## src/loop_test_pkg.sv

```systemverilog
package loop_test_pkg;

  // ----------------------------------------------------------------
  // Timing
  // ----------------------------------------------------------------
  localparam int unsigned CLK_HZ           = 40_000_000;
  localparam int unsigned LOOP_CODE_SEC    = 5;
  localparam int unsigned LOOP_CODE_CYCLES = LOOP_CODE_SEC * CLK_HZ;

  // MCLK fallback: tx clock absent after this many ref_clk cycles
  localparam int unsigned TX_CLK_LOSS_CYCLES = 64;
  // Free-running master bit rate divider for fallback timing
  localparam int unsigned MCLK_DIV           = 26;

  // ----------------------------------------------------------------
  // Pattern generator
  // ----------------------------------------------------------------
  localparam int unsigned T1_PRBS_LEN  = 20;
  localparam int unsigned T1_PRBS_TAP  = 17;
  localparam int unsigned E1_PRBS_LEN  = 15;
  localparam int unsigned E1_PRBS_TAP  = 14;
  localparam int unsigned MAX_ZEROS    = 14;
  localparam int unsigned UP_CODE_LEN  = 5;
  localparam int unsigned DN_CODE_LEN  = 3;
  localparam logic [4:0]  UP_CODE      = 5'h01;
  localparam logic [2:0]  DN_CODE      = 3'h1;

  // ----------------------------------------------------------------
  // Detector
  // ----------------------------------------------------------------
  localparam int unsigned BLOCK_BITS   = 128;
  localparam int unsigned SYNC_ERR_MAX = 4;

  // Pattern select encodings {bit1, bit0}
  typedef enum logic [1:0] {
    PAT_NONE = 2'h0,
    PAT_UP   = 2'h1,
    PAT_PRBS = 2'h2,
    PAT_DOWN = 2'h3
  } pat_sel_t;

endpackage

```

## src/code_detect.sv

```systemverilog
`timescale 1ns/100ps
// Detects a repeating loop code held for a long interval
module code_detect #(
  parameter int unsigned        LEN  = 5,
  parameter logic [LEN-1:0]     CODE = '0,
  parameter int unsigned        HOLD = 200_000_000
) (
  // Clock and reset
  input  wire logic ref_clk,
  input  wire logic srst,
  // Receive bit stream
  input  wire logic bit_en,
  input  wire logic bit_val,
  input  wire logic clear,
  // Result
  output logic      found
);

  logic [LEN-1:0] hist_q;
  logic [LEN-1:0] hist_d;
  logic [31:0]    hold_q;
  logic [31:0]    hold_d;
  logic           match;

  // Any rotation matches, so framing bits only restart the interval
  always_comb begin
    match = 1'b0;
    for (int i = 0; i < LEN; i++) begin
      if (hist_q == LEN'((CODE << i) | (CODE >> (LEN - i)))) begin
        match = 1'b1;
      end
    end
    hist_d = hist_q;
    hold_d = hold_q;
    if (clear) begin
      hold_d = 32'h0;
    end else if (bit_en) begin
      hist_d = {hist_q[LEN-2:0], bit_val};
      if (!match) begin
        hold_d = 32'h0;
      end else if (hold_q < 32'(HOLD)) begin
        hold_d = hold_q + 32'h1;
      end
    end else if (match && hold_q != 32'h0 && hold_q < 32'(HOLD)) begin
      hold_d = hold_q + 32'h1;
    end
  end

  always_ff @(posedge ref_clk) begin
    if (srst) begin
      hist_q <= '0;
      hold_q <= 32'h0;
    end else begin
      hist_q <= hist_d;
      hold_q <= hold_d;
    end
  end

  assign found = (hold_q >= 32'(HOLD));

endmodule

```

## src/edge_sync.sv

```systemverilog
`timescale 1ns/100ps
// Two-flop synchroniser with rising and falling edge pulses
module edge_sync (
  // Clock and reset
  input  wire logic ref_clk,
  input  wire logic srst,
  // Async input
  input  wire logic async_in,
  // Synchronised outputs
  output logic      level,
  output logic      rise,
  output logic      fall
);

  logic [2:0] sh_q;
  logic [2:0] sh_d;

  always_comb begin
    sh_d = {sh_q[1:0], async_in};
  end

  always_ff @(posedge ref_clk) begin
    if (srst) begin
      sh_q <= 3'h0;
    end else begin
      sh_q <= sh_d;
    end
  end

  assign level = sh_q[1];
  assign rise  = sh_q[1] & ~sh_q[2];
  assign fall  = ~sh_q[1] & sh_q[2];

endmodule

```

## src/line_loopback_and_test_pattern_ctl.sv

```systemverilog
`timescale 1ns/100ps
// Overview of operation
// - Local loop: receiver inhibited, tx clock and data go to receive outputs.
// - In local loop the attenuator select only enables or bypasses it.
// - In local loop the line still gets tx data or all ones.
// - Analog loop feeds transmit outputs back into the receive inputs.
// - Analog loop overrides every other loopback mode.
// - Remote loop ignores tx inputs and resends recovered data at recovered clock.
// - Network loop can start only while its detection is enabled.
// - Loop-up code 00001 held five seconds enters network loop.
// - Loop-down 001 for five seconds, remote, analog or disable ends it.
// - Network loop with local loop gives dual loopback.
// - Remote plus local: tx to receive outputs, line data back unattenuated.
// - All ones sent at tx clock rate, master clock when tx clock absent.
// - Remote loop suppresses all ones; all ones may coexist with local loop.
// - T1 source is a 2^20-1 sequence, at most 14 consecutive zeros.
// - E1 source is a 2^15-1 sequence with inverted output.
// - Select 10 picks pseudorandom mode and enables its detector.
// - Generator runs on tx clock, master clock when tx clock absent.
// - Error request rise inverts one bit, deferred past a forced one.
// - Violation request rise inserts a bipolar violation during test patterns.
// - Sync when under four errors in 128 bits, lost above four.
// - Transition flag set on sync change; interrupt unless clear/mask is 1.
// - Select 01 sends loop-up 00001, select 11 sends loop-down 001.
// - Violation request sampled on tx clock falling edge, rising change requests.
module line_loopback_and_test_pattern_ctl (
  // Clock and reset
  input  wire logic ref_clk,
  input  wire logic srst,
  // Control bits
  input  wire logic local_loop_enable_bit,
  input  wire logic analog_loop_enable_bit,
  input  wire logic remote_loop_enable_bit,
  input  wire logic network_loop_detect_enable,
  input  wire logic all_ones_enable_bit,
  input  wire logic pattern_select_bit0,
  input  wire logic pattern_select_bit1,
  input  wire logic jitter_attenuator_select,
  input  wire logic e1_mode,
  input  wire logic pattern_sync_irq_clear_mask,
  // Framer transmit side (async pins)
  input  wire logic tx_clock,
  input  wire logic tx_data,
  input  wire logic logic_error_request,
  input  wire logic violation_request,
  // Line receive side (recovered clock and data, async)
  input  wire logic line_rx_clock,
  input  wire logic line_rx_data,
  // Jitter attenuator return path
  input  wire logic jitter_attenuator_data,
  // Framer receive outputs
  output logic      rx_clock_out,
  output logic      rx_data_out,
  // Line transmit outputs
  output logic      line_tx_clock,
  output logic      line_tx_data,
  output logic      line_tx_violation,
  // Path control to analog and attenuator blocks
  output logic      receiver_inhibit,
  output logic      analog_loop_route,
  output logic      jitter_attenuator_in_loop,
  output logic      coder_bypass,
  // Status
  output logic      network_loopback,
  output logic      dual_loopback,
  output logic      pattern_sync,
  output logic      pattern_sync_transition_flag,
  output logic      irq_n
);

  // ----------------------------------------------------------------
  // Input synchronisers
  // ----------------------------------------------------------------
  logic tx_clock_lvl, tx_clock_rise, tx_clock_fall;
  logic rclk_lvl, rclk_rise, rclk_fall;
  logic txd_lvl, rxd_lvl, jad_lvl, ler_rise, vio_lvl;

  edge_sync u_tx_clock (.ref_clk(ref_clk), .srst(srst), .async_in(tx_clock),
                    .level(tx_clock_lvl), .rise(tx_clock_rise), .fall(tx_clock_fall));
  edge_sync u_rclk (.ref_clk(ref_clk), .srst(srst), .async_in(line_rx_clock),
                    .level(rclk_lvl), .rise(rclk_rise), .fall(rclk_fall));
  edge_sync u_txd  (.ref_clk(ref_clk), .srst(srst), .async_in(tx_data),
                    .level(txd_lvl), .rise(), .fall());
  edge_sync u_rxd  (.ref_clk(ref_clk), .srst(srst), .async_in(line_rx_data),
                    .level(rxd_lvl), .rise(), .fall());
  edge_sync u_jad  (.ref_clk(ref_clk), .srst(srst), .async_in(jitter_attenuator_data),
                    .level(jad_lvl), .rise(), .fall());
  edge_sync u_ler  (.ref_clk(ref_clk), .srst(srst), .async_in(logic_error_request),
                    .level(), .rise(ler_rise), .fall());
  edge_sync u_vio  (.ref_clk(ref_clk), .srst(srst), .async_in(violation_request),
                    .level(vio_lvl), .rise(), .fall());

  // ----------------------------------------------------------------
  // Transmit timing: tx clock, master fallback when absent
  // ----------------------------------------------------------------
  logic [7:0] loss_q, loss_d, div_q, div_d;
  logic       tx_clock_ok, mclk_tick, tx_bit_en, vio_prev_q, vio_prev_d;

  always_comb begin
    loss_d = tx_clock_rise ? 8'h0 : (tx_clock_ok ? loss_q + 8'h1 : loss_q);
    div_d  = (div_q == 8'(loop_test_pkg::MCLK_DIV - 1)) ? 8'h0 : div_q + 8'h1;
    // Violation request latched on the falling tx clock edge
    vio_prev_d = tx_clock_fall ? vio_lvl : vio_prev_q;
  end

  always_ff @(posedge ref_clk) begin
    if (srst) begin
      loss_q     <= 8'h0;
      div_q      <= 8'h0;
      vio_prev_q <= 1'b0;
    end else begin
      loss_q     <= loss_d;
      div_q      <= div_d;
      vio_prev_q <= vio_prev_d;
    end
  end

  assign tx_clock_ok   = (loss_q < 8'(loop_test_pkg::TX_CLK_LOSS_CYCLES));
  assign mclk_tick = (div_q == 8'h0);
  assign tx_bit_en = tx_clock_ok ? tx_clock_rise : mclk_tick;

  logic vio_req;
  assign vio_req = tx_clock_fall & vio_lvl & ~vio_prev_q;

  // ----------------------------------------------------------------
  // Loopback mode resolution
  // ----------------------------------------------------------------
  loop_test_pkg::pat_sel_t pat_sel;
  logic up_found, dn_found, network_loopback_q, network_loopback_d, network_loopback_end;
  logic remote_loopback_eff, local_loopback_eff, test_pat, ones_on;

  assign pat_sel = loop_test_pkg::pat_sel_t'({pattern_select_bit1, pattern_select_bit0});

  // Network loop ends on loop-down, remote, analog or detect off
  assign network_loopback_end = dn_found | remote_loop_enable_bit | analog_loop_enable_bit
                   | ~network_loop_detect_enable;

  always_comb begin
    network_loopback_d = network_loopback_q;
    if (network_loopback_end) begin
      network_loopback_d = 1'b0;
    end else if (up_found) begin
      network_loopback_d = 1'b1;
    end
  end

  always_ff @(posedge ref_clk) begin
    if (srst) begin
      network_loopback_q <= 1'b0;
    end else begin
      network_loopback_q <= network_loopback_d;
    end
  end

  code_detect #(.LEN(loop_test_pkg::UP_CODE_LEN), .CODE(loop_test_pkg::UP_CODE),
                .HOLD(loop_test_pkg::LOOP_CODE_CYCLES)) u_up (
    .ref_clk(ref_clk), .srst(srst), .bit_en(rclk_rise), .bit_val(rxd_lvl),
    .clear(~network_loop_detect_enable | network_loopback_q), .found(up_found));
  code_detect #(.LEN(loop_test_pkg::DN_CODE_LEN), .CODE(loop_test_pkg::DN_CODE),
                .HOLD(loop_test_pkg::LOOP_CODE_CYCLES)) u_dn (
    .ref_clk(ref_clk), .srst(srst), .bit_en(rclk_rise), .bit_val(rxd_lvl),
    .clear(~network_loopback_q), .found(dn_found));

  // Analog loop masks all others
  assign remote_loopback_eff = ~analog_loop_enable_bit & (remote_loop_enable_bit | network_loopback_q);
  assign local_loopback_eff = ~analog_loop_enable_bit & local_loop_enable_bit;
  assign ones_on   = all_ones_enable_bit & ~remote_loopback_eff;
  assign test_pat  = (pat_sel != loop_test_pkg::PAT_NONE) & ~remote_loopback_eff;

  // ----------------------------------------------------------------
  // Pattern generator
  // ----------------------------------------------------------------
  logic [19:0] lfsr_q, lfsr_d;
  logic [3:0]  zrun_q, zrun_d;
  logic [2:0]  cidx_q, cidx_d;
  logic        ler_pend_q, ler_pend_d, gen_bit_q, gen_bit_d, fb, raw, jam;

  always_comb begin
    if (e1_mode) begin
      fb = lfsr_q[loop_test_pkg::E1_PRBS_LEN-1] ^ lfsr_q[loop_test_pkg::E1_PRBS_TAP-1];
      raw = ~lfsr_q[loop_test_pkg::E1_PRBS_LEN-1];
    end else begin
      fb = lfsr_q[loop_test_pkg::T1_PRBS_LEN-1] ^ lfsr_q[loop_test_pkg::T1_PRBS_TAP-1];
      raw = lfsr_q[loop_test_pkg::T1_PRBS_LEN-1];
    end
    jam = 1'b0;
    case (pat_sel)
      loop_test_pkg::PAT_PRBS: begin
        jam = ~e1_mode & ~raw & (zrun_q == 4'(loop_test_pkg::MAX_ZEROS));
        raw = raw | jam;
      end
      loop_test_pkg::PAT_UP: raw = loop_test_pkg::UP_CODE[3'(4) - cidx_q];
      loop_test_pkg::PAT_DOWN: raw = loop_test_pkg::DN_CODE[2'(2) - cidx_q[1:0]];
      default: raw = 1'b0;
    endcase
    lfsr_d     = lfsr_q;
    zrun_d     = zrun_q;
    cidx_d     = cidx_q;
    gen_bit_d  = gen_bit_q;
    ler_pend_d = ler_pend_q | (ler_rise & test_pat);
    if (tx_bit_en) begin
      lfsr_d = {lfsr_q[18:0], fb};
      zrun_d = raw ? 4'h0 : zrun_q + 4'h1;
      if (pat_sel == loop_test_pkg::PAT_UP) begin
        cidx_d = (cidx_q == 3'(loop_test_pkg::UP_CODE_LEN - 1)) ? 3'h0 : cidx_q + 3'h1;
      end else begin
        cidx_d = (cidx_q >= 3'(loop_test_pkg::DN_CODE_LEN - 1)) ? 3'h0 : cidx_q + 3'h1;
      end
      // A forced one is never inverted; the error waits a bit
      gen_bit_d  = raw ^ (ler_pend_q & ~jam);
      ler_pend_d = (ler_pend_q & jam) | (ler_rise & test_pat);
    end
  end

  always_ff @(posedge ref_clk) begin
    if (srst) begin
      lfsr_q     <= 20'hfffff;
      zrun_q     <= 4'h0;
      cidx_q     <= 3'h0;
      gen_bit_q  <= 1'b0;
      ler_pend_q <= 1'b0;
    end else begin
      lfsr_q     <= (lfsr_d == 20'h0) ? 20'hfffff : lfsr_d;
      zrun_q     <= zrun_d;
      cidx_q     <= cidx_d;
      gen_bit_q  <= gen_bit_d;
      ler_pend_q <= ler_pend_d;
    end
  end

  // ----------------------------------------------------------------
  // Data paths
  // ----------------------------------------------------------------
  logic ltx_clk_q, ltx_clk_d, ltx_dat_q, ltx_dat_d, lviol_q, lviol_d;
  logic rxo_clk_q, rxo_clk_d, rxo_dat_q, rxo_dat_d, loc_dat;

  assign loc_dat = test_pat ? gen_bit_q : txd_lvl;

  always_comb begin
    ltx_clk_d = tx_clock_ok ? tx_clock_lvl : div_q < 8'(loop_test_pkg::MCLK_DIV / 2);
    ltx_dat_d = ones_on ? 1'b1 : loc_dat;
    lviol_d   = lviol_q;
    if (remote_loopback_eff) begin
      // Recovered timing, no attenuation on the return leg
      ltx_clk_d = rclk_lvl;
      ltx_dat_d = rxd_lvl;
      lviol_d   = 1'b0;
    end else if (vio_req && test_pat) begin
      lviol_d = 1'b1;
    end else if (tx_bit_en) begin
      lviol_d = 1'b0;
    end
    rxo_clk_d = rclk_lvl;
    rxo_dat_d = rxd_lvl;
    if (local_loopback_eff) begin
      rxo_clk_d = tx_clock_ok ? tx_clock_lvl : ltx_clk_d;
      rxo_dat_d = jitter_attenuator_select ? jad_lvl : loc_dat;
    end
  end

  always_ff @(posedge ref_clk) begin
    if (srst) begin
      ltx_clk_q <= 1'b0;
      ltx_dat_q <= 1'b0;
      lviol_q   <= 1'b0;
      rxo_clk_q <= 1'b0;
      rxo_dat_q <= 1'b0;
    end else begin
      ltx_clk_q <= ltx_clk_d;
      ltx_dat_q <= ltx_dat_d;
      lviol_q   <= lviol_d;
      rxo_clk_q <= rxo_clk_d;
      rxo_dat_q <= rxo_dat_d;
    end
  end

  assign line_tx_clock     = ltx_clk_q;
  assign line_tx_data      = ltx_dat_q;
  assign line_tx_violation = lviol_q;
  assign rx_clock_out      = rxo_clk_q;
  assign rx_data_out       = rxo_dat_q;
  assign receiver_inhibit  = local_loopback_eff;
  assign analog_loop_route = analog_loop_enable_bit;
  assign coder_bypass      = remote_loopback_eff;
  assign jitter_attenuator_in_loop = local_loopback_eff & jitter_attenuator_select;
  assign network_loopback  = network_loopback_q;
  assign dual_loopback     = network_loopback_q & local_loop_enable_bit;

  // ----------------------------------------------------------------
  // Pattern detector, 128-bit blocks
  // ----------------------------------------------------------------
  logic [19:0] rlfsr_q, rlfsr_d;
  logic [6:0]  bcnt_q, bcnt_d;
  logic [7:0]  ecnt_q, ecnt_d;
  logic        sync_q, sync_d, tflag_q, tflag_d, rexp, rbit, det_on;

  assign det_on = (pat_sel == loop_test_pkg::PAT_PRBS);

  always_comb begin
    rbit = e1_mode ? ~rxd_lvl : rxd_lvl;
    rexp = e1_mode ? rlfsr_q[loop_test_pkg::E1_PRBS_LEN-1] ^ rlfsr_q[loop_test_pkg::E1_PRBS_TAP-1]
                   : rlfsr_q[loop_test_pkg::T1_PRBS_LEN-1] ^ rlfsr_q[loop_test_pkg::T1_PRBS_TAP-1];
    rlfsr_d = rlfsr_q;
    bcnt_d  = bcnt_q;
    ecnt_d  = ecnt_q;
    sync_d  = sync_q;
    if (!det_on) begin
      bcnt_d = 7'h0;
      ecnt_d = 8'h0;
      sync_d = 1'b0;
    end else if (rclk_rise) begin
      // Self-synchronising: received bits refill the register
      rlfsr_d = {rlfsr_q[18:0], rbit};
      bcnt_d  = bcnt_q + 7'h1;
      ecnt_d  = ecnt_q + {7'h0, (rbit != rexp)};
      if (bcnt_q == 7'(loop_test_pkg::BLOCK_BITS - 1)) begin
        if (ecnt_d < 8'(loop_test_pkg::SYNC_ERR_MAX)) begin
          sync_d = 1'b1;
        end else if (ecnt_d > 8'(loop_test_pkg::SYNC_ERR_MAX)) begin
          sync_d = 1'b0;
        end
        ecnt_d = 8'h0;
      end
    end
    // Set wins over clear in the same cycle
    tflag_d = (sync_d != sync_q) | (tflag_q & ~pattern_sync_irq_clear_mask);
  end

  always_ff @(posedge ref_clk) begin
    if (srst) begin
      rlfsr_q <= 20'h0;
      bcnt_q  <= 7'h0;
      ecnt_q  <= 8'h0;
      sync_q  <= 1'b0;
      tflag_q <= 1'b0;
    end else begin
      rlfsr_q <= rlfsr_d;
      bcnt_q  <= bcnt_d;
      ecnt_q  <= ecnt_d;
      sync_q  <= sync_d;
      tflag_q <= tflag_d;
    end
  end

  assign pattern_sync                 = sync_q;
  assign pattern_sync_transition_flag = tflag_q;
  assign irq_n = ~(tflag_q & ~pattern_sync_irq_clear_mask);
endmodule

```

## config.mk

```make
export PLATFORM = sky130hd
export DESIGN_NAME = line_loopback_and_test_pattern_ctl
export DESIGN_NICKNAME = d
export VERILOG_FILES = /design/src/loop_test_pkg.sv /design/src/code_detect.sv /design/src/edge_sync.sv /design/src/line_loopback_and_test_pattern_ctl.sv
export SDC_FILE = /design/constraint.sdc
export NUM_CORES = 1
export LEC_CHECK = 0
export BUFFER_PORTS_ARGS = -buffer_cell sky130_fd_sc_hd__buf_2
export CORE_MARGIN = 1.5
export CORE_UTILIZATION = 28
export CTS_CLUSTER_DIAMETER = 30
export DETAILED_ROUTE_END_ITERATION = 8
export GPL_ROUTABILITY_DRIVEN = 0
export GPL_TIMING_DRIVEN = 0
export PLACE_DENSITY_LB_ADDON = 0.2
export SLEW_MARGIN = 20
export SYNTH_ARGS = -nofsm -noshare
export SYNTH_HDL_FRONTEND = slang
export SYNTH_HIERARCHICAL = 1
export SYNTH_SLANG_ARGS = --single-unit
```

## constraint.sdc

```tcl
create_clock -name ref_clk -period 3.3 [get_ports ref_clk]
set_input_delay 0.165 -clock ref_clk [delete_from_list [all_inputs] [get_ports ref_clk]]
set_output_delay 0.165 -clock ref_clk [all_outputs]
set_load 0.01 [all_outputs]
```

==> reports/metrics.csv, run 1 <==
stage,metric,value,unit
status,outcome,finished clean,
critical_path,crit-path max FO,10,
floorplan,Top-Level Pins,33,
synth,syn_area_per_cell,8.53,um^2
critical_path,setup slack on the worst flop-to-flop path,0.51,ns
finish,Post-layout nets,1067,
timing,final setup vio count,0,
global_route,wire length of the first global-routing pass,32800,um
critical_path,type of the worst setup path,reg -> reg,
cts,buffer cell driving the clock tree root,sky130_fd_sc_hd__clkbuf_16,
routing,via density per instance,4.78,
power_and_ir_drop,IR Drop Worst-Case VDD,325,uV
cts,Worst-path clk slew,0.07,ns
critical_path,sequence of cells on the critical path,nor2b_2 > nand3_1 > o22a_1 > clkbuf_1 > buf_2 > o31ai_1 > a21oi_1,
timing,Pins Over Slew Limit,0,
critical_path,Slowest Stage Delay on Critical Path,0.59,ns
placement,DP Wirelength,13400,um
timing,Worst Max-Slew Pin Slew,0.653,ns
hold_path,hold worst-path end,rx_data_out$_SDFF_PP0_,
placement,instance count after placement with tap cells included,1384,
hold_path,startpoint of the lowest-slack hold path,jitter_attenuator_select,
timing,summed negative setup slack over all endpoints,0,ns
critical_path,Worst setup SP type,register,
routing,count of TritonRoute iterations in the first routing pass,4,
critical_path,arrival time worst endpoint,3.07,ns
hold_path,worst hold path stage count,4,
cts,total number of clock tree sinks,178,
timing,remaining max-slew budget at the tightest pin,0.560,
critical_path,Worst setup EP type,register,
timing,RSZ-0062 raised after global routing,false,
cts,number of resized instances in the post-cts repair step,0,
hold_path,worst min-delay path category,in -> reg,
floorplan,Die H,175,um
critical_path,worst endpoint required time,3.58,ns
power_and_ir_drop,static leakage power,3.37,nW
cts,maximum level of the CTS H-tree,4,
global_route,combined global-route utilization of all metal layers,0.130,
floorplan,Starting Density,0.287,
cts,TritonCTS clock tree,built,
global_route,initial antenna violation count,0,
critical_path,slowest stage cell on the critical path,sky130_fd_sc_hd__nor2b_2,
finish,fraction of final layout cells sized beyond drive strength 1,0.108,
placement,port buffer count,31,
timing,highest clock rate,0.359,GHz
critical_path,capture instance of the worst register-to-register path,u_up/hold_q[24]$_SDFFE_PP0P_,
power_and_ir_drop,Sequential Power Share,0.476,
routing,DR iter-0 viols,302,
routing,total routed wirelength,19100,um
synth,Synth Warn #,6,
critical_path,Worst Reg2Reg Path Length in Cells,7,
power_and_ir_drop,internal power,0.00353,W
synth,Post-Synthesis Cells,969,
timing,Final Cycle Share,0.844,
routing,average routed wire per standard cell,13.4,um
timing,Worst Skew,0.0116,ns
global_route,final global-route overflow total,0,
floorplan,Die Area,30600,um^2
timing,time the final worst path needs with I/O delays and setup,2.79,ns
cts,clk_lat worst skew,0.42,ns
power_and_ir_drop,Net Switching,0.00106,W
critical_path,family with the most delay on the worst path,simple AND/OR/NAND/NOR gates,
power_and_ir_drop,Power Dens Cells,476,nW/um^2
floorplan,row cnt,62,
power_and_ir_drop,Design Power,0.00459,W
routing,antenna-violating nets left,0,
synth,netlist area before placement,8270,um^2
cts,number of buffers created by CTS,17,
cts,number of buffers added for setup after CTS,0,
power_and_ir_drop,Clk pwr share,0.485,
global_route,pin count of the biggest net entering global routing,35,
timing,count of final hold-check violations,0,
finish,final non-filler cell total,1425,
power_and_ir_drop,switching part of the total,0.231,
global_route,number of global-route vias before repair,6515,
floorplan,Core Area,28900,um^2
power_and_ir_drop,combinational cell fraction of total power,0.039,
floorplan,overall die width,175,um
finish,"Area growth, synth to finish",16.6,%
timing,hold_ws,0.0987,ns
routing,DRC violations left,0,
routing,via count,6817,
critical_path,startpoint of the worst register-to-register path,u_rclk/sh_q[1]$_SDFF_PP0_,
run,reported max-cap violation count,0,
finish,post-layout util,0.334,
synth,Synth Net Count,1008,
cts,worst-case clock buffer depth,2,
critical_path,number of buffers and inverters on the critical path,2,
finish,final antenna diode count,0,
[per-layer routing]
layer / vias to the layer above / part of all wire / global-route usage
met3: 16 / 0.030 / 0.0265
met4: 0 / 0.014 / 0.0370
met5: - / 0 / 0
li1: 3566 / - / -
met2: 80 / 0.45 / 0.208
met1: 3155 / 0.51 / 0.176
[metrics by stage]
step / cell area [um^2] / setup WS [ns]
2_1_floorplan: 8270 / 1.02
3_3_place_gp: 8900 / 0.0568
3_5_place_dp: 8900 / 0.0404
4_1_cts: 9640 / 0.0278
5_1_grt: 9650 / 0.249
6_report: 9650 / 0.515
[worst max path at each step]
stage,start,to,depth (start not counted)
after global placement,u_rclk/sh_q[1]$_SDFF_PP0_,u_up/hold_q[22]$_SDFFE_PP0P_,6
after CTS,u_rclk/sh_q[1]$_SDFF_PP0_,u_up/hold_q[18]$_SDFFE_PP0P_,6
final,u_rclk/sh_q[1]$_SDFF_PP0_,u_up/hold_q[24]$_SDFFE_PP0P_,7
after floorplan,u_dn/hold_q[28]$_SDFFE_PP0P_,u_dn/hold_q[25]$_SDFFE_PP0P_,9
after detailed placement,u_rclk/sh_q[1]$_SDFF_PP0_,u_up/hold_q[18]$_SDFFE_PP0P_,6
after global routing,u_rclk/sh_q[1]$_SDFF_PP0_,u_up/hold_q[22]$_SDFFE_PP0P_,7
[sequential cells by signal, summed over array words and instances, names as in the netlist, 4 cells and up]
register,flops
bcnt_q,7
div_q,8
ecnt_q,8
lfsr_q,20
loss_q,8
rlfsr_q,20
u_dn/hold_q,32
u_up/hist_q,5
u_up/hold_q,32
zrun_q,4
[power by group through the flow]
stage,registers (W),logic [W],clock network (W)
3_5_place_dp,0.00224,0.000177,0
6_report,0.00219,0.000181,0.00223
2_1_floorplan,0.00223,0.000112,0
5_1_grt,0.00219,0.000205,0.00239
4_1_cts,0.00218,0.000184,0.00231
3_3_place_gp,0.00224,0.000176,0
[area by class of cell]
cell class | instances | area, um^2
fill | 3027 | 19200
multi-input combinational | 726 | 4420
sequential | 178 | 3560
tap | 384 | 480
clock buffer | 17 | 425
timing repair buffer | 40 | 245
clock inverter | 15 | 223
buffer | 38 | 183
inverter | 27 | 104
[tightest hold or removal path: stages]
cell,delay [ns]
sky130_fd_sc_hd__buf_2,0.10
sky130_fd_sc_hd__nand2b_1,0.05
sky130_fd_sc_hd__o211ai_1,0.08
sky130_fd_sc_hd__a21oi_1,0.07
[repair_timing]
item | 4_1_cts | 5_1_grt
endpoints found under the hold margin | 8 | 0
hold buffers | 9 | 0
endpoints found under the setup margin | 0 | 0
[placed cells by master, fill, tap and decap left out, types with 4 or more instances in the layout]
cell type / instances
sky130_fd_sc_hd__dfxtp_1: 178
sky130_fd_sc_hd__nor2_1: 116
sky130_fd_sc_hd__nand2_1: 97
sky130_fd_sc_hd__a21oi_1: 68
sky130_fd_sc_hd__o21ai_0: 44
sky130_fd_sc_hd__buf_2: 39
sky130_fd_sc_hd__nand3_1: 34
sky130_fd_sc_hd__nor2b_1: 27
sky130_fd_sc_hd__or3_1: 27
sky130_fd_sc_hd__inv_1: 26
sky130_fd_sc_hd__nand4_1: 25
sky130_fd_sc_hd__xnor2_1: 24
sky130_fd_sc_hd__clkbuf_1: 23
sky130_fd_sc_hd__nor4_1: 20
sky130_fd_sc_hd__ha_1: 20
sky130_fd_sc_hd__xor2_1: 19
sky130_fd_sc_hd__nor3_1: 19
sky130_fd_sc_hd__and3_1: 17
sky130_fd_sc_hd__clkbuf_16: 17
sky130_fd_sc_hd__mux2i_1: 16
sky130_fd_sc_hd__nand2b_1: 12
sky130_fd_sc_hd__o21ai_2: 10
sky130_fd_sc_hd__or4_1: 10
sky130_fd_sc_hd__dlygate4sd3_1: 9
sky130_fd_sc_hd__and2_1: 8
sky130_fd_sc_hd__nor3b_1: 8
sky130_fd_sc_hd__o21a_1: 8
sky130_fd_sc_hd__o31ai_1: 7
sky130_fd_sc_hd__and4_1: 6
sky130_fd_sc_hd__o211ai_1: 6
sky130_fd_sc_hd__o22ai_1: 6
sky130_fd_sc_hd__or2_2: 5
sky130_fd_sc_hd__a31oi_1: 5
sky130_fd_sc_hd__a22oi_1: 4
sky130_fd_sc_hd__a211o_1: 4
sky130_fd_sc_hd__bufinv_16: 4
sky130_fd_sc_hd__inv_6: 4
(Power assumes the default switching activity.)
==> inputs of run 2 (changes only) <==
==> constraint.sdc (replaced) <==
create_clock -name ref_clk -period 2.33 [get_ports ref_clk]
set_input_delay 0.1165 -clock ref_clk [delete_from_list [all_inputs] [get_ports ref_clk]]
set_output_delay 0.1165 -clock ref_clk [all_outputs]
set_load 0.01 [all_outputs]
==> run 2 against run 1 <==
Net effect: the run now ends with setup timing left; sequential power is 41% higher; sequential share of layout area is 1.6 points lower; final cell count is 1.1% higher; critical path depth is 4 higher; routed wire length is 3.1% higher; first-iteration DRC count is 6.3% lower; worst hold slack worse by 0.049 ns; maximum frequency is 19% higher.
==> reports/metrics.csv, run 2 (synthesis results as in run 1) <==
stage,metric,value,unit
floorplan,Top-Level Pins,33,
placement,instance count after placement with tap cells included,1384,
cts,TritonCTS clock tree,built,
routing,via density per instance,4.83,
timing,count of final hold-check violations,0,
finish,final antenna diode count,0,
routing,DR iter-0 viols,283,
power_and_ir_drop,IR Drop Worst-Case VDD,472,uV
critical_path,number of buffers and inverters on the critical path,1,
finish,"most common cell after layout, fill and taps aside",sky130_fd_sc_hd__dfxtp_1,
floorplan,overall die width,175,um
routing,count of TritonRoute iterations in the first routing pass,5,
timing,RSZ-0062 raised after global routing,true,
timing,highest clock rate,0.427,GHz
critical_path,slowest stage cell on the critical path,sky130_fd_sc_hd__dfxtp_2,
critical_path,arrival time worst endpoint,2.66,ns
timing,Worst Max-Slew Pin Slew,0.662,ns
placement,pre-CTS setup slack,-0.930,ns
timing,Final Cycle Share,1.01,
cts,clk_lat worst skew,0.43,ns
routing,DRC violations left,0,
critical_path,crit-path max FO,5,
global_route,combined global-route utilization of all metal layers,0.132,
status,outcome,"finished, violations left",
placement,port buffer count,31,
finish,"Area growth, synth to finish",22.2,%
finish,most used cells in the layout excluding fill and tap cells,"sky130_fd_sc_hd__dfxtp_1 (172), sky130_fd_sc_hd__nor2_1 (115), sky130_fd_sc_hd__nand2_1 (96)",
routing,average routed wire per standard cell,13.7,um
finish,Post-layout nets,1082,
cts,Worst-path clk slew,0.07,ns
finish,count of filler cells inserted in the layout,3006,
placement,placed inst area,8900,um^2
power_and_ir_drop,Power Dens Cells,646,nW/um^2
finish,registers with the most flip-flops,"u_dn/hold_q x32, u_up/hold_q x32",
critical_path,cell mode on critical path,sky130_fd_sc_hd__and3_4,
global_route,wire length of the first global-routing pass,33400,um
timing,time the final worst path needs with I/O delays and setup,2.34,ns
timing,Pins Over Slew Limit,0,
critical_path,Worst setup EP type,register,
finish,final non-filler cell total,1440,
run,reported max-cap violation count,0,
timing,final setup vio count,1,
critical_path,Slowest Stage Delay on Critical Path,0.34,ns
floorplan,Starting Density,0.287,
floorplan,Die H,175,um
routing,total routed wirelength,19700,um
cts,buffer cell driving the clock tree root,sky130_fd_sc_hd__clkbuf_16,
finish,multi-input combinational cell area,4720,um^2
floorplan,Core Area,28900,um^2
finish,"final std cell area, no fill",10100,um^2
timing,Worst Skew,0.0103,ns
critical_path,Worst setup SP type,register,
finish,fraction of final layout cells sized beyond drive strength 1,0.175,
placement,DP Wirelength,13400,um
global_route,number of global-route vias before repair,6627,
timing,summed negative setup slack over all endpoints,-0.0137,ns
power_and_ir_drop,static leakage power,3.49,nW
routing,antenna-violating nets left,0,
floorplan,row cnt,62,
status,violations in the final reports,setup timing,
cts,total number of clock tree sinks,178,
routing,via count,6950,
critical_path,type of the worst setup path,reg -> reg,
global_route,initial antenna violation count,0,
critical_path,worst endpoint required time,2.64,ns
finish,footprint of the flip-flops and latches,3570,um^2
finish,post-layout util,0.350,
cts,worst-case clock buffer depth,2,
floorplan,Die Area,30600,um^2
timing,final setup slack of the worst path,-0.0137,ns
global_route,pin count of the biggest net entering global routing,35,
critical_path,family with the most delay on the worst path,simple AND/OR/NAND/NOR gates,
cts,number of buffers created by CTS,17,
critical_path,sequence of cells on the critical path,xnor2_2 > nor2_1 > a21oi_2 > xnor2_1 > ha_2 > buf_4 > and3_4 > and3_4 > o311ai_4 > nand3_2 > mux2_2,
timing,remaining max-slew budget at the tightest pin,0.558,
cts,maximum level of the CTS H-tree,4,
global_route,final global-route overflow total,0,
hold_path,worst min-delay path category,in -> reg,
-- run 2: path summary, 6_finish.rpt --
| check | from | end | slack (ns) | depth (start not counted) |
|---|---|---|---|---|
| max reg2reg | rlfsr_q[19]$_SDFFE_PP0P_ | pattern_sync_transition_flag$_SDFF_PP0_ | -0.01 | 11 |
| min reg2reg | u_jad/sh_q[0]$_SDFF_PP0_ | u_jad/sh_q[1]$_SDFF_PP0_ | 0.44 | 1 |
| min | jitter_attenuator_select | rx_data_out$_SDFF_PP0_ | 0.05 | 4 |
| max | rlfsr_q[19]$_SDFFE_PP0P_ | pattern_sync_transition_flag$_SDFF_PP0_ | -0.01 | 11 |
-- run 2: cell type report --
cell class,instances,share of cell area
clock inverter,15,0.0220
buffer,35,0.0194
inverter,27,0.0103
clock buffer,17,0.0421
timing repair buffer,58,0.0382
sequential,178,0.353
multi-input combinational,726,0.467
tap,384,0.0475
-- run 2: metal layers --
layer  track usage  share of wire
met1         0.181           0.51
met2         0.211           0.46
met3        0.0263          0.023
met4        0.0374          0.012
met5             0              0
-- run 2: per-stage QoR --
stage | hold WS [ns] | total power [W]
2_1_floorplan | 0.188 | 0.00332
3_3_place_gp | 0.309 | 0.00342
3_5_place_dp | 0.311 | 0.00342
4_1_cts | 0.0434 | 0.00663
5_1_grt | 0.0711 | 0.00679
6_report | 0.0499 | 0.00653
-- run 2: worst register-to-register path: cells and delay by family (launching register included) --
kind | cells | cell delay, ns
AOI/OAI and AO/OA | 2 | 0.44
xor gates and xnor gates | 2 | 0.25
adders and majority gates | 1 | 0.22
buffers and inverters | 1 | 0.14
DFF | 1 | 0.34
muxes | 1 | 0.28
and+or+nand+nor | 4 | 0.57
-- run 2: power by group --
group | internal, W | switching, W | leakage [nW]
clock | 0.00184 | 0.00132 | 0.311
combinational | 0.000108 | 0.000165 | 1.74
sequential | 0.00307 | 0.0000232 | 1.44
-- run 2: timing repair --
item | in CTS | in global routing
gates cloned | 1 | 0
hold endpoints to repair | 8 | 0
hold buffers | 10 | 0
buffers inserted | 8 | 8
pin swaps | 11 | 23
gates resized for setup | 32 | 58
setup endpoints to repair | 84 | 62
==> inputs of run 3 (changes only) <==
--- a/config.mk
+++ b/config.mk
@@ -8,11 +8,12 @@
 export BUFFER_PORTS_ARGS = -buffer_cell sky130_fd_sc_hd__buf_2
 export CORE_MARGIN = 1.5
 export CORE_UTILIZATION = 28
-export CTS_CLUSTER_DIAMETER = 30
+export CTS_BUF_LIST = sky130_fd_sc_hd__clkbuf_4 sky130_fd_sc_hd__clkbuf_8 sky130_fd_sc_hd__clkbuf_16
 export DETAILED_ROUTE_END_ITERATION = 8
 export GPL_ROUTABILITY_DRIVEN = 0
 export GPL_TIMING_DRIVEN = 0
 export PLACE_DENSITY_LB_ADDON = 0.2
+export SETUP_SLACK_MARGIN = 0.15
 export SLEW_MARGIN = 20
 export SYNTH_ARGS = -nofsm -noshare
 export SYNTH_HDL_FRONTEND = slang
==> run 3 against run 2 <==
Net effect: the flow still finishes with violations (setup timing); first-iteration DRC count fell by 4.2%; via count rose by 2.2%; maximum frequency rose by 0.11%; die area did not move; register-to-register slack barely moved; routed wire length rose by 4.0%; worst setup slack improved by 0.0025 ns; flip-flop and latch count did not move; sequential power barely moved; design area rose by 5.0%; sequential share of layout area fell by 1.6 points; critical path depth fell by 2; largest cell class unchanged.
==> reports/metrics.csv, run 3 (synthesis results as in run 1) <==
stage,metric,value,unit
status,outcome,"finished, violations left",
status,violations in the final reports,setup timing,
timing,RSZ-0062 raised after global routing,true,
cts,clk_lat worst skew,0.42,ns
floorplan,row cnt,62,
cts,total number of clock tree sinks,178,
routing,via density per instance,4.87,
critical_path,crit-path max FO,5,
floorplan,Die H,175,um
critical_path,Worst setup SP type,register,
timing,Pins Over Slew Limit,0,
floorplan,Top-Level Pins,33,
timing,Worst Max-Slew Pin Slew,0.672,ns
timing,remaining max-slew budget at the tightest pin,0.552,
critical_path,sequence of cells on the critical path,or4_4 > a221oi_2 > a21o_2 > buf_6 > inv_6 > or3b_1 > buf_6 > or3_4 > a21oi_2,
global_route,final global-route overflow total,0,
routing,antenna-violating nets left,0,
cts,worst-case clock buffer depth,2,
timing,time the final worst path needs with I/O delays and setup,2.34,ns
floorplan,Core Area,28900,um^2
critical_path,slowest stage cell on the critical path,sky130_fd_sc_hd__or4_4,
cts,TritonCTS clock tree,built,
critical_path,Worst setup EP type,register,
critical_path,worst endpoint required time,2.69,ns
global_route,combined global-route utilization of all metal layers,0.135,
finish,most used cells in the layout excluding fill and tap cells,"sky130_fd_sc_hd__dfxtp_1 (169), sky130_fd_sc_hd__nor2_1 (114), sky130_fd_sc_hd__nand2_1 (96)",
timing,Worst Skew,0.0151,ns
routing,total routed wirelength,20500,um
placement,instance count after placement with tap cells included,1384,
hold_path,worst hold path stage count,3,
cts,maximum level of the CTS H-tree,4,
finish,count of filler cells inserted in the layout,2984,
critical_path,family with the most delay on the worst path,simple AND/OR/NAND/NOR gates,
power_and_ir_drop,Design Power,0.00651,W
critical_path,number of buffers and inverters on the critical path,3,
global_route,wire length of the first global-routing pass,33900,um
timing,final setup vio count,2,
critical_path,Slowest Stage Delay on Critical Path,0.56,ns
critical_path,cell mode on critical path,sky130_fd_sc_hd__buf_6,
power_and_ir_drop,IR Drop Worst-Case VDD,408,uV
timing,count of final hold-check violations,0,
finish,"final std cell area, no fill",10600,um^2
timing,final setup slack of the worst path,-0.0112,ns
routing,DRC violations left,0,
power_and_ir_drop,Power Dens Cells,614,nW/um^2
global_route,initial antenna violation count,0,
placement,pre-CTS setup slack,-0.912,ns
finish,"Area growth, synth to finish",28.3,%
routing,via count,7102,
timing,Final Cycle Share,1.00,
critical_path,arrival time worst endpoint,2.70,ns
floorplan,Die Area,30600,um^2
hold_path,worst min-delay path category,in -> reg,
run,reported max-cap violation count,0,
placement,port buffer count,31,
routing,count of TritonRoute iterations in the first routing pass,4,
placement,DP Wirelength,13300,um
critical_path,Worst Reg2Reg Path Length in Cells,9,
routing,average routed wire per standard cell,14.0,um
finish,Post-layout nets,1100,
floorplan,overall die width,175,um
finish,final antenna diode count,0,
timing,highest clock rate,0.427,GHz
placement,placed inst area,8900,um^2
finish,registers with the most flip-flops,"u_dn/hold_q x32, u_up/hold_q x32",
finish,final non-filler cell total,1458,
routing,DR iter-0 viols,271,
global_route,number of global-route vias before repair,6731,
finish,"most common cell after layout, fill and taps aside",sky130_fd_sc_hd__dfxtp_1,
cts,buffer cell driving the clock tree root,sky130_fd_sc_hd__clkbuf_16,
finish,fraction of final layout cells sized beyond drive strength 1,0.226,
power_and_ir_drop,static leakage power,3.65,nW
floorplan,Starting Density,0.287,
global_route,pin count of the biggest net entering global routing,35,
cts,Worst-path clk slew,0.07,ns
cts,number of buffers created by CTS,17,
critical_path,CP Depth,9,
critical_path,type of the worst setup path,reg -> reg,
==> run 3: cell count changes in the layout (fill, tap and decap cells not counted), sizes merged <==
| cell | change |
|---|---|
| buf | +21 |
| clkbuf | -2 |
| clkinv | -1 |
==> run 3: per-stage QoR <==
step                      setup TNS, ns  utilization  hold WS [ns]
after floorplan                       0            -         0.188
after CTS                       -0.0122        0.351        0.0247
final                           -0.0150        0.368        0.0443
after global placement           -36.31        0.309         0.308
after detailed placement         -34.21        0.309         0.304
after global routing             -0.321        0.368        0.0427
==> run 3: final cells by class <==
class	instances	area, um^2	area share
Multi-Input combinational cell	726	4970	0.468
Inverter	27	106	0.0100
Tap cell	384	480	0.0453
Sequential cell	178	3570	0.337
Buffer	38	249	0.0235
Clock inverter	14	198	0.0186
Clock buffer	18	433	0.0408
Timing Repair Buffer	73	602	0.0567
==> run 3: path summary, 6_finish.rpt <==
check / startpoint / end / slack, ns
worst max-delay path: u_dn/hold_q[28]$_SDFFE_PP0P_ / u_dn/hold_q[25]$_SDFFE_PP0P_ / -0.01
worst max register to register: u_dn/hold_q[28]$_SDFFE_PP0P_ / u_dn/hold_q[25]$_SDFFE_PP0P_ / -0.01
worst min register to register: u_ler/sh_q[0]$_SDFF_PP0_ / u_ler/sh_q[1]$_SDFF_PP0_ / 0.44
worst min-delay path: jitter_attenuator_select / rx_data_out$_SDFF_PP0_ / 0.04
==> run 3: what timing repair did <==
action,in CTS,in global routing
hold buffers,10,0
endpoints found under the hold margin,8,0
cloned,4,0
pin swaps,55,37
endpoints found under the setup margin,101,91
gates resized for setup,80,92
buffers inserted,20,8
==> run 3: power breakdown <==
group	leakage (nW)	switching [W]	internal [W]	total, W
combinational	1.90	0.000174	0.000122	0.000296
clock	0.306	0.00129	0.00183	0.00312
sequential	1.44	0.0000233	0.00307	0.00310
total	3.65	0.00149	0.00502	0.00651
==> run 3: worst register-to-register path, cell delays in order, from the launching register on <==
cell and delay (ns):
sky130_fd_sc_hd__dfxtp_2 0.32, sky130_fd_sc_hd__or4_4 0.56, sky130_fd_sc_hd__a221oi_2 0.20, sky130_fd_sc_hd__a21o_2 0.14, sky130_fd_sc_hd__buf_6 0.11, sky130_fd_sc_hd__inv_6 0.04, sky130_fd_sc_hd__or3b_1 0.35, sky130_fd_sc_hd__buf_6 0.14
sky130_fd_sc_hd__or3_4 0.32, sky130_fd_sc_hd__a21oi_2 0.11
==> run 3: per-layer routing <==
| metal | wire [um] | vias to the layer above | share of wire | track usage |
|---|---|---|---|---|
| met3 | 494 | 10 | 0.024 | 0.0261 |
| li1 | - | 3636 | - | - |
| met2 | 9820 | 76 | 0.48 | 0.222 |
| met1 | 10000 | 3380 | 0.49 | 0.181 |
| met4 | 129 | 0 | 0.0063 | 0.0321 |
| met5 | 0 | - | 0 | 0 |
